===== src/usb_ixp_pkg.sv =====
// constants for the usb indirect register port: sfr addresses, core indices,
// field positions, reset values and the access latency.
// assumes a single 100 MHz sys_clk domain shared with the usb core.
// How it works
// - data window at 0x97, resets to zero
// - busy holds until read data valid
// - index 0x02 in flags, 0x07 enables
// - index 0x04 out flags, 0x09 enables
// - index 0x06 common flags, 0x0B enables
// - frame number low 0x0C, high 0x0D
// - index 0x11 endpoint zero control, via 0x0E
// - index 0x12 in control high, indexed
// - indices 0x14/0x15 out control, indexed
// - index 0x16 endpoint zero received count, out count low for other endpoints
// - index 0x17 out count high, not indexed
package usb_ixp_pkg;
   localparam logic [7:0] SFR_ADDRESS_REG = 8'h96;
   localparam logic [7:0] SFR_DATA_WINDOW = 8'h97;
   localparam int BUSY_BIT = 7;
   localparam int AUTO_READ_BIT = 6;
   localparam logic [7:0] DATA_WINDOW_RESET = 8'h00;
   localparam logic [7:0] CLOCK_RECOVERY_RESET = 8'h09;
   localparam logic [7:0] REG_RESET = 8'h00;
   localparam logic [5:0] IDX_FUNCTION_ADDRESS = 6'h00;
   localparam logic [5:0] IDX_POWER_MANAGEMENT = 6'h01;
   localparam logic [5:0] IDX_IN_IRQ_FLAGS = 6'h02;
   localparam logic [5:0] IDX_OUT_IRQ_FLAGS = 6'h04;
   localparam logic [5:0] IDX_COMMON_IRQ_FLAGS = 6'h06;
   localparam logic [5:0] IDX_IN_IRQ_ENABLES = 6'h07;
   localparam logic [5:0] IDX_OUT_IRQ_ENABLES = 6'h09;
   localparam logic [5:0] IDX_COMMON_IRQ_ENABLES = 6'h0B;
   localparam logic [5:0] IDX_FRAME_LOW = 6'h0C;
   localparam logic [5:0] IDX_FRAME_HIGH = 6'h0D;
   localparam logic [5:0] IDX_ENDPOINT_SELECT = 6'h0E;
   localparam logic [5:0] IDX_CLOCK_RECOVERY = 6'h0F;
   localparam logic [5:0] IDX_EP0_CONTROL = 6'h11;
   localparam logic [5:0] IDX_IN_CSR_HIGH = 6'h12;
   localparam logic [5:0] IDX_OUT_CSR_LOW = 6'h14;
   localparam logic [5:0] IDX_OUT_CSR_HIGH = 6'h15;
   localparam logic [5:0] IDX_EP0_COUNT = 6'h16;
   localparam logic [5:0] IDX_OUT_COUNT_HIGH = 6'h17;
   localparam logic [3:0] IDX_FIFO_GROUP = 4'h8;
   // busy stays up this many cycles per indirect access
   localparam logic [1:0] ACCESS_CYCLES = 2'h2;
endpackage : usb_ixp_pkg

===== src/irq_flag_reg.sv =====
// one byte of sticky interrupt flags, set by the usb core, cleared by a read.
// assumes set and clear come from logic on sys_clk.
`timescale 1ns/1ns
module irq_flag_reg (
   input wire logic sys_clk,
   input wire logic resetn,
   input wire logic [7:0] setMask,
   input wire logic clearReq,
   output logic [7:0] flags
);
   // a set arriving in the clearing cycle survives
   always_ff @(posedge sys_clk) begin
      if (!resetn) begin
         flags <= usb_ixp_pkg::REG_RESET;
      end else if (clearReq) begin
         flags <= setMask;
      end else begin
         flags <= flags | setMask;
      end
   end
endmodule : irq_flag_reg


===== src/usb_indirect_register_port.sv =====
// indirect sfr window onto the usb core register map.
// assumes sfr strobes, core status inputs and fifo data all run on sys_clk.
`timescale 1ns/1ns
module usb_indirect_register_port (
   input wire logic sys_clk,
   input wire logic resetn,
   input wire logic [7:0] sfrAddr,
   input wire logic [7:0] sfrWrData,
   input wire logic sfrWrite,
   input wire logic sfrRead,
   output logic [7:0] sfrRdData,
   input wire logic [7:0] inIrqSet,
   input wire logic [7:0] outIrqSet,
   input wire logic [7:0] commonIrqSet,
   input wire logic [10:0] frameNumber,
   input wire logic [7:0] ep0RxCount,
   input wire logic [7:0] outCountLow,
   input wire logic [7:0] outCountHigh,
   input wire logic [7:0] fifoRdData,
   output logic fifoRead,
   output logic fifoWrite,
   output logic [1:0] fifoSel,
   output logic [7:0] fifoWrData,
   output logic [7:0] functionAddress,
   output logic [7:0] powerControl,
   output logic [7:0] inIrqEnable,
   output logic [7:0] outIrqEnable,
   output logic [7:0] commonIrqEnable,
   output logic [3:0] endpointIndex,
   output logic [7:0] clockRecovery,
   output logic [7:0] inIrqFlags,
   output logic [7:0] outIrqFlags,
   output logic [7:0] commonIrqFlags
);
   logic busy;
   logic autoRead;
   logic isWrite;
   logic [1:0] cnt;
   logic [5:0] targetIndex;
   logic [7:0] dataWindow;
   logic [7:0] readValue;
   logic [7:0] ep0Control;
   logic [7:0] inCsrLow [0:3];
   logic [7:0] inCsrHigh [0:3];
   logic [7:0] outCsrLow [0:3];
   logic [7:0] outCsrHigh [0:3];
   logic addrWr;
   logic dataWr;
   logic dataRd;
   logic startRd;
   logic startWr;
   logic commit;
   logic commitWr;
   logic commitRd;
   logic ep0Sel;
   logic [1:0] ep;
   logic fifoIdx;
   logic epBacked;
   logic [2:0] busyRun;

   assign addrWr = sfrWrite && (sfrAddr == usb_ixp_pkg::SFR_ADDRESS_REG);
   assign dataWr = sfrWrite && (sfrAddr == usb_ixp_pkg::SFR_DATA_WINDOW);
   assign dataRd = sfrRead && (sfrAddr == usb_ixp_pkg::SFR_DATA_WINDOW);
   // access starts and address writes while busy are dropped; software is expected to poll first
   assign startRd = !busy && ((addrWr && sfrWrData[usb_ixp_pkg::BUSY_BIT])
                    || (dataRd && autoRead));
   assign startWr = !busy && dataWr;
   assign commit = busy && (cnt == 2'h1);
   assign commitWr = commit && isWrite;
   assign commitRd = commit && !isWrite;
   assign ep0Sel = (endpointIndex == 4'h0);
   assign ep = endpointIndex[1:0];
   // only endpoints zero to three have control and status storage
   assign epBacked = (endpointIndex[3:2] == 2'h0);
   assign fifoIdx = (targetIndex[5:2] == usb_ixp_pkg::IDX_FIFO_GROUP);
   assign fifoSel = targetIndex[1:0];
   assign fifoWrData = dataWindow;
   assign fifoWrite = commitWr && fifoIdx;
   // fifo byte is requested early so it is ready when the access completes
   assign fifoRead = busy && !isWrite && fifoIdx && (cnt == usb_ixp_pkg::ACCESS_CYCLES);

   // index and auto-read flag; busy keeps them frozen
   always_ff @(posedge sys_clk) begin
      if (!resetn) begin
         targetIndex <= 6'h00;
         autoRead <= 1'b0;
      end else if (addrWr && !busy) begin
         targetIndex <= sfrWrData[5:0];
         autoRead <= sfrWrData[usb_ixp_pkg::AUTO_READ_BIT];
      end
   end

   // access sequencer
   always_ff @(posedge sys_clk) begin
      if (!resetn) begin
         busy <= 1'b0;
         isWrite <= 1'b0;
         cnt <= 2'h0;
      end else if (startRd || startWr) begin
         busy <= 1'b1;
         isWrite <= startWr;
         cnt <= usb_ixp_pkg::ACCESS_CYCLES;
      end else if (commit) begin
         busy <= 1'b0;
         cnt <= 2'h0;
      end else if (busy) begin
         cnt <= cnt - 2'h1;
      end
   end

   // data window: software write, or read result once fetched
   always_ff @(posedge sys_clk) begin
      if (!resetn) begin
         dataWindow <= usb_ixp_pkg::DATA_WINDOW_RESET;
      end else if (startWr) begin
         dataWindow <= sfrWrData;
      end else if (commitRd) begin
         dataWindow <= readValue;
      end
   end

   // sfr read data, registered one cycle after the strobe
   always_ff @(posedge sys_clk) begin
      if (!resetn) begin
         sfrRdData <= 8'h00;
      end else if (sfrRead) begin
         if (sfrAddr == usb_ixp_pkg::SFR_ADDRESS_REG) begin
            sfrRdData <= {busy, autoRead, targetIndex};
         end else if (sfrAddr == usb_ixp_pkg::SFR_DATA_WINDOW) begin
            sfrRdData <= dataWindow;
         end else begin
            sfrRdData <= 8'h00;
         end
      end
   end

   // core register read decode
   always_comb begin
      readValue = 8'h00;
      case (targetIndex)
         usb_ixp_pkg::IDX_FUNCTION_ADDRESS: readValue = functionAddress;
         usb_ixp_pkg::IDX_POWER_MANAGEMENT: readValue = powerControl;
         usb_ixp_pkg::IDX_IN_IRQ_FLAGS: readValue = inIrqFlags;
         usb_ixp_pkg::IDX_OUT_IRQ_FLAGS: readValue = outIrqFlags;
         usb_ixp_pkg::IDX_COMMON_IRQ_FLAGS: readValue = commonIrqFlags;
         usb_ixp_pkg::IDX_IN_IRQ_ENABLES: readValue = inIrqEnable;
         usb_ixp_pkg::IDX_OUT_IRQ_ENABLES: readValue = outIrqEnable;
         usb_ixp_pkg::IDX_COMMON_IRQ_ENABLES: readValue = commonIrqEnable;
         usb_ixp_pkg::IDX_FRAME_LOW: readValue = frameNumber[7:0];
         usb_ixp_pkg::IDX_FRAME_HIGH: readValue = {5'h00, frameNumber[10:8]};
         usb_ixp_pkg::IDX_ENDPOINT_SELECT: readValue = {4'h0, endpointIndex};
         usb_ixp_pkg::IDX_CLOCK_RECOVERY: readValue = clockRecovery;
         usb_ixp_pkg::IDX_EP0_CONTROL: readValue = ep0Sel ? ep0Control : inCsrLow[ep];
         usb_ixp_pkg::IDX_IN_CSR_HIGH: readValue = inCsrHigh[ep];
         usb_ixp_pkg::IDX_OUT_CSR_LOW: readValue = outCsrLow[ep];
         usb_ixp_pkg::IDX_OUT_CSR_HIGH: readValue = outCsrHigh[ep];
         usb_ixp_pkg::IDX_EP0_COUNT: readValue = ep0Sel ? ep0RxCount : outCountLow;
         usb_ixp_pkg::IDX_OUT_COUNT_HIGH: readValue = outCountHigh;
         default: readValue = fifoIdx ? fifoRdData : 8'h00;
      endcase
      // slots above endpoint three read zero rather than alias onto a lower one
      if (!epBacked) begin
         case (targetIndex)
            usb_ixp_pkg::IDX_EP0_CONTROL,
            usb_ixp_pkg::IDX_IN_CSR_HIGH,
            usb_ixp_pkg::IDX_OUT_CSR_LOW,
            usb_ixp_pkg::IDX_OUT_CSR_HIGH: readValue = 8'h00;
            default: ;
         endcase
      end
   end

   // common registers written through the window
   always_ff @(posedge sys_clk) begin
      if (!resetn) begin
         functionAddress <= usb_ixp_pkg::REG_RESET;
         powerControl <= usb_ixp_pkg::REG_RESET;
         inIrqEnable <= usb_ixp_pkg::REG_RESET;
         outIrqEnable <= usb_ixp_pkg::REG_RESET;
         commonIrqEnable <= usb_ixp_pkg::REG_RESET;
         endpointIndex <= 4'h0;
         clockRecovery <= usb_ixp_pkg::CLOCK_RECOVERY_RESET;
      end else if (commitWr) begin
         case (targetIndex)
            usb_ixp_pkg::IDX_FUNCTION_ADDRESS: functionAddress <= dataWindow;
            usb_ixp_pkg::IDX_POWER_MANAGEMENT: powerControl <= dataWindow;
            usb_ixp_pkg::IDX_IN_IRQ_ENABLES: inIrqEnable <= dataWindow;
            usb_ixp_pkg::IDX_OUT_IRQ_ENABLES: outIrqEnable <= dataWindow;
            usb_ixp_pkg::IDX_COMMON_IRQ_ENABLES: commonIrqEnable <= dataWindow;
            usb_ixp_pkg::IDX_ENDPOINT_SELECT: endpointIndex <= dataWindow[3:0];
            usb_ixp_pkg::IDX_CLOCK_RECOVERY: clockRecovery <= dataWindow;
            default: ;
         endcase
      end
   end

   // indexed registers; endpoints above three are not backed and read as zero
   always_ff @(posedge sys_clk) begin
      if (!resetn) begin
         ep0Control <= usb_ixp_pkg::REG_RESET;
         for (int i = 0; i < 4; i++) begin
            inCsrLow[i] <= usb_ixp_pkg::REG_RESET;
            inCsrHigh[i] <= usb_ixp_pkg::REG_RESET;
            outCsrLow[i] <= usb_ixp_pkg::REG_RESET;
            outCsrHigh[i] <= usb_ixp_pkg::REG_RESET;
         end
      end else if (commitWr && epBacked) begin
         case (targetIndex)
            usb_ixp_pkg::IDX_EP0_CONTROL: begin
               if (ep0Sel) begin
                  ep0Control <= dataWindow;
               end else begin
                  inCsrLow[ep] <= dataWindow;
               end
            end
            usb_ixp_pkg::IDX_IN_CSR_HIGH: inCsrHigh[ep] <= dataWindow;
            usb_ixp_pkg::IDX_OUT_CSR_LOW: outCsrLow[ep] <= dataWindow;
            usb_ixp_pkg::IDX_OUT_CSR_HIGH: outCsrHigh[ep] <= dataWindow;
            default: ;
         endcase
      end
   end

   // flags clear when read through the window
   irq_flag_reg inFlagReg (
      .sys_clk(sys_clk),
      .resetn(resetn),
      .setMask(inIrqSet),
      .clearReq(commitRd && (targetIndex == usb_ixp_pkg::IDX_IN_IRQ_FLAGS)),
      .flags(inIrqFlags)
   );
   irq_flag_reg outFlagReg (
      .sys_clk(sys_clk),
      .resetn(resetn),
      .setMask(outIrqSet),
      .clearReq(commitRd && (targetIndex == usb_ixp_pkg::IDX_OUT_IRQ_FLAGS)),
      .flags(outIrqFlags)
   );
   irq_flag_reg commonFlagReg (
      .sys_clk(sys_clk),
      .resetn(resetn),
      .setMask(commonIrqSet),
      .clearReq(commitRd && (targetIndex == usb_ixp_pkg::IDX_COMMON_IRQ_FLAGS)),
      .flags(commonIrqFlags)
   );

   // run length of busy, kept only so the access time can be bounded
   always_ff @(posedge sys_clk) begin
      if (!resetn) begin
         busyRun <= 3'h0;
      end else if (busy) begin
         busyRun <= busyRun + 3'h1;
      end else begin
         busyRun <= 3'h0;
      end
   end
endmodule : usb_indirect_register_port


===== config.mk =====
export PLATFORM = sky130hd
export DESIGN_NAME = usb_indirect_register_port
export DESIGN_NICKNAME = d
export VERILOG_FILES = /design/src/usb_ixp_pkg.sv /design/src/irq_flag_reg.sv /design/src/usb_indirect_register_port.sv
export SDC_FILE = /design/constraint.sdc
export NUM_CORES = 1
export LEC_CHECK = 0
export BUFFER_PORTS_ARGS = -buffer_cell sky130_fd_sc_hd__buf_4
export CORE_UTILIZATION = 56
export CTS_BUF_LIST = sky130_fd_sc_hd__clkbuf_16
export DETAILED_ROUTE_END_ITERATION = 10
export GPL_ROUTABILITY_DRIVEN = 0
export HOLD_SLACK_MARGIN = 0.03
export PLACE_DENSITY_LB_ADDON = 0.25
export RECOVER_POWER = 25
export SLEW_MARGIN = 20
export SYNTH_ARGS = -nofsm -noshare
export SYNTH_HDL_FRONTEND = slang
export SYNTH_SLANG_ARGS = --single-unit

===== constraint.sdc =====
create_clock -name sys_clk -period 7.66 [get_ports sys_clk]
set_clock_uncertainty 0.15 [all_clocks]
set_input_delay 0.766 -clock sys_clk [delete_from_list [all_inputs] [get_ports sys_clk]]
set_output_delay 0.766 -clock sys_clk [all_outputs]
set_load 0.03 [all_outputs]

==> results of run 1 <==
==> power by group <==
| group | leakage [nW] | total (W) | internal, W | switching (W) |
|---|---|---|---|---|
| sequential | 2.23 | 0.00141 | 0.00139 | 0.0000188 |
| clock | 0.421 | 0.00112 | 0.000618 | 0.000505 |
| combinational | 2.11 | 0.000115 | 0.0000483 | 0.0000668 |
| total | 4.77 | 0.00265 | 0.00206 | 0.000591 |
==> flip-flops by register name, summed over array words and instances, names as in the netlist, 32 cells and up, named ones only <==
signal / count
inCsrHigh: 32
inCsrLow: 32
outCsrHigh: 32
outCsrLow: 32
==> layout make-up <==
| class | count | area [sq um] | area share (%) |
|---|---|---|---|
| multi-input combinational | 683 | 4467 | 34.77 |
| sequential | 241 | 6107 | 47.54 |
| inverter | 7 | 27.53 | 0.2143 |
| timing repair buffer | 198 | 1152 | 8.970 |
| clock buffer | 26 | 650.6 | 5.064 |
| antenna | 1 | 2.502 | 0.01948 |
| tap | 260 | 325.3 | 2.532 |
| clock inverter | 21 | 115.1 | 0.8960 |
==> cell families after synthesis <==
kind of cell	count (synthesis)	share of synthesized area (%)
adders and majority gates	2	0.2280
other	1	0.03417
DFF	241	55.64
muxes	85	11.41
AOI/OAI and AO/OA	172	10.44
xor gates and xnor gates	1	0.07983
and+or+nand+nor	415	17.98
buffers and inverters	94	4.173
==> worst paths after layout <==
path	cells past startpoint	slack (ps)	startpoint	end
min reg2reg	2	310	ep0Control[4]	ep0Control[4]
min	3	270	outIrqSet[4]	outFlagReg.flags[4]
max	4	3520	resetn	inCsrLow[1][4]
max reg2reg	4	4240	targetIndex[4]	outCsrLow[0][1]
==> cells in the final DEF, fill, tap and decap left out, drive strengths merged, types with 3 or more instances in the layout <==
cell / netlist / layout
a21oi: 66 / 66
a221oi: 3 / 3
a222oi: 9 / 9
a22o: 6 / 6
a22oi: 23 / 23
a31oi: 5 / 5
a32o: 5 / 5
a32oi: 16 / 16
and2: 55 / 55
and3: 16 / 16
buf: 35 / 108
clkbuf: 52 / 116
clkinv: 1 / 9
conb: 1 / 8
dfxtp: 113 / 113
edfxtp: 128 / 128
inv: 6 / 18
mux2i: 52 / 52
mux4: 32 / 32
nand2: 115 / 115
nand2b: 3 / 3
nand3: 21 / 21
nand4: 7 / 7
nor2: 166 / 166
nor2b: 5 / 5
nor3: 5 / 5
nor4: 5 / 5
nor4b: 5 / 5
o21ai: 21 / 21
o31ai: 6 / 6
==> per-layer routing <==
| layer | track usage, % | part of all wire [%] |
|---|---|---|
| met1 | 45.98 | 37 |
| met2 | 51.91 | 46 |
| met3 | 7.066 | 13 |
| met4 | 15.62 | 4.4 |
| met5 | 0 | 0 |
==> worst min-delay path: cells and delay by family <==
kind,cells,cell delay [ps]
buffers and inverters,1,70
AND/OR/NAND/NOR,1,60
AO/OA/AOI/OAI,1,30
==> metrics by stage <==
stage / power [W] / instance area [sq um] / cells / utilization [%] / hold slack, ps
global placement: 0.001556 / 12390 / 1389 / 65.37 / 291.1
CTS: 0.002656 / 13170 / 1436 / 69.47 / 260.9
floorplan: 0.001488 / 11000 / 1018 / - / 285.7
detailed placement: 0.001559 / 12400 / 1389 / 65.43 / 298.1
global route: 0.002709 / 12840 / 1436 / 67.76 / 274.2
finish: 0.002649 / 12850 / 1437 / 67.78 / 269.1
==> summary.txt, run 1 <==
Post-synth ARST share: 0%
minimum clock period after layout: 4142 ps
post-synthesis cell type count: 61
Area growth, synth to finish: 17.08%
slowest cell on the critical path: clkinvlp_2
post-CTS setup buffers: 0
CP Cell Sequence: clkbuf_1 -> clkinvlp_2 -> nor4_2 -> nand2b_1
Synth area leader: edfxtp_1
Worst setup EP type: flip-flop
initial antenna violation count: 0
CTS tree: yes
hold_buf cts: 0
worst stage delay on the critical path: 1230 ps
Critical Path RT: 7700 ps
fin nets: 1246
Clock Pin Slew Worst Setup and Hold Paths: 60 ps
die area: 20160 sq um
status: complete, no violations
Routed WL: 34440 um
largest cells by area after synthesis: edfxtp_1, dfxtp_1, mux4_2
pin count of the biggest net entering global routing: 106
IO Pins: 183
via count: 9107
CP Buf/Inv Count: 2
critical path's top delay family: buffers and inverters
DR vias/cell: 6.338
H-tree levels: 1
ANT nets after route: 0
PwrDens: 206.2 nW/um^2
Post-synth top flop: edfxtp_1
Cells after Synth: 1011
Max Slew Vio Count: 0
Tightest Pin Transition: 1378 ps
count leader, synth: nor2_1
critical path peak fanout: 26
Fill cells: 1512
Cell Area, Synth: 10970 sq um
max-slew headroom at the worst pin: 8.158%
setup TNS: 0 ps
global-route wire length before repair: 49610 um
clk sinks: 241
maxcap violations: 0
Post-synth EDFFs: 128
port bufs: 182
first-pass iteration count of the detailed router: 8
Initial Utilization: 57.89%
CTS Buf Count: 26
endpoints failing setup: 0
Final Hold Viols: 0
nature of the critical path startpoint: input port
worst min-delay path category: input port to flip-flop
synth cell count leaders: nor2_1, edfxtp_1, nand2_1
clock insertion delay at the later pin of the skew report: 550 ps
row cnt: 50
Initial DRC Count: 1363
Max Freq: 0.2414 GHz
crit path setup slack, layout: 3518 ps
share of the synthesized area in the top cell type: 35.03%
clk buf depth: 3
DRC: 0
Data arrival, critical path: 4180 ps
CTS resizes: 0
vias in the first global route: 8355
dpl ws: 4263 ps
GRT Total Usage: 33.72%
CTS Root Cell: clkbuf_16
Yosys reg bits: 241
warnings from Yosys: 0
final worst-path cycle share: 54.07%
DP HPWL: 24060 um
sequential area share after synthesis: 55.64%
VDD IR max: 177.7 uV
RSZ-0062 raised after global routing: no
final global-route overflow total: 0
drt wl/cell: 23.96 um
Die Width: 142.0 um
Pleak: 4.766 nW
layout cells sized above 1: 16.50%
syn avg cell area: 10.85 sq um
core area: 18960 sq um
chip height: 142.0 um
Crit Path Category: input port to flip-flop
Note: power is estimated with default switching activity, not from simulation.
==> run 2: changes to the inputs <==
Settings changed: ABC_AREA set to 1.
Clock period 7.66 ns to 4.22 ns, I/O delays scaled along.
==> run 2 against run 1 <==
Effect of this change:
- final cell count is 33% higher
- combinational power is 130% higher
- wire length is 8.9% higher
- clock power is 74% higher
- largest power group unchanged
- register-to-register slack worse by 3200 ps
- the flow now finishes with violations (max-capacitance violations, max-slew violations)
- cell area is 7.0% higher
- critical endpoint is now inCsrLow[0][4]
- total power is 80% higher
==> summary.txt, run 2 <==
DRC: 0
CTS Buf Count: 25
pin count of the biggest net entering global routing: 81
antenna cells: 0
post-synthesis cell type count: 32
Pleak: 5.732 nW
final global-route overflow total: 0
hold_buf cts: 24
endpoints failing setup: 0
minimum clock period after layout: 3385 ps
Worst setup EP type: flip-flop
FF-to-FF setup slack: 1030 ps
status: complete, but fails checks
Initial Utilization: 57.37%
final instance area: 13750 sq um
commonest cells after routing, fill and taps aside: nand2_1, nor2_1, o21ai_0
first-pass iteration count of the detailed router: 6
warnings from Yosys: 0
port bufs: 182
CTS tree: yes
Final Hold Viols: 0
worst stage delay on the critical path: 1610 ps
dpl ws: 1295 ps
leading cell type in the layout, fill and taps excluded: nand2_1
PwrDens: 347.0 nW/um^2
core area: 20360 sq um
CTS resizes: 0
failing checks: max-capacitance violations, max-slew violations
count leader, synth: nand2_1
drt wl/cell: 19.69 um
share of the synthesized area in the top cell type: 32.90%
final worst-path cycle share: 80.20%
clk sinks: 241
via count: 10990
row cnt: 52
Data arrival, critical path: 3330 ps
Clock Pin Slew Worst Setup and Hold Paths: 60 ps
H-tree levels: 1
Critical Path RT: 4170 ps
Max Freq: 0.2955 GHz
Initial DRC Count: 1369
max-slew headroom at the worst pin: -43.89%
clock insertion delay at the later pin of the skew report: 530 ps
Routed WL: 37520 um
Post-synth ARST share: 0%
Crit Path Category: input port to flip-flop
worst min-delay path category: input port to flip-flop
global-route wire length before repair: 57190 um
layout cells sized above 1: 13.70%
VDD IR max: 257.6 uV
Cells after Synth: 1444
die area: 21440 sq um
synth cell count leaders: nand2_1, nor2_1, o21ai_0
post-CTS setup buffers: 0
ANT nets after route: 0
Post-synth EDFFs: 128
fin util: 67.50%
CTS Root Cell: clkbuf_16
largest cells by area after synthesis: edfxtp_1, dfxtp_1, nand2_1
initial antenna violation count: 0
Area growth, synth to finish: 17.66%
fin nets: 1709
syn avg cell area: 8.090 sq um
crit path setup slack, layout: 835.5 ps
Yosys reg bits: 241
slowest cell on the critical path: clkbuf_1
Die Width: 146.4 um
DP HPWL: 26260 um
maxcap violations: 1
Post-synth top flop: edfxtp_1
Cell Area, Synth: 11680 sq um
Tightest Pin Transition: 2158 ps
CP Cell Sequence: buf_4 -> inv_1 -> clkbuf_1
critical path peak fanout: 80
vias in the first global route: 10150
RSZ-0062 raised after global routing: no
DR vias/cell: 5.767
sequential area share after synthesis: 52.27%
chip height: 146.4 um
setup TNS: 0 ps
Synth area leader: edfxtp_1
nature of the critical path startpoint: input port
IO Pins: 183
GRT Total Usage: 35.07%
Max Slew Vio Count: 44
placed instance area: 13170 sq um
clk buf depth: 3
## run 2: critical path: cells and delay by family
kind / cells / cell delay [ps]
buffers and inverters: 3 / 2830
## run 2: power by group
part | leakage [nW] | internal [W] | switching, W
logic | 3.11 | 0.000102 | 0.000159
clock network | 0.382 | 0.00106 | 0.000891
registers | 2.24 | 0.00253 | 0.0000319
## run 2: final timing paths
path | from | to | cells past startpoint
worst min-delay path | sfrWrData[6] | autoRead | 3
worst max register to register | targetIndex[5] | fifoWrData[5] | 12
worst min register to register | autoRead | autoRead | 2
worst max-delay path | resetn | inCsrLow[0][4] | 3
## run 2: layout make-up
cell class,instances,area (sq um)
clock buffer,25,625.6
timing repair buffer,215,1321
inverter,126,485.5
clock inverter,17,65.06
fill,1740,6619
multi-input combinational,1011,4803
tap,270,337.8
sequential,241,6107
## run 2: layer usage
layer | up-vias | track usage, % | wire [um]
li1 | 5094 | - | -
met1 | 5003 | 48.17 | 14260
met2 | 766 | 53.83 | 16790
met3 | 123 | 7.688 | 4985
met4 | 0 | 14.64 | 1482
met5 | - | 0 | 0
## run 2: logic make-up (layout without fill, tap and decap cells)
kind of cell | count (synthesis) | in the layout | synth area share (%)
AND/OR/NAND/NOR | 739 | 739 | 28.98
AO/OA/AOI/OAI | 262 | 262 | 11.66
flip-flops | 241 | 241 | 52.27
buffers and inverters | 199 | 383 | 6.844
adder cells (fa/ha/maj) | 2 | 2 | 0.2142
other | 1 | 8 | 0.03210
## run 2: per-stage QoR
step	power, W	std cells	hold WS [ps]
2_1_floorplan	0.002726	1451	273.7
3_3_place_gp	0.002857	1839	287.7
3_5_place_dp	0.002863	1839	289.1
4_1_cts	0.004763	1905	37.07
5_1_grt	0.004870	1905	45.95
6_report	0.004770	1905	34.10
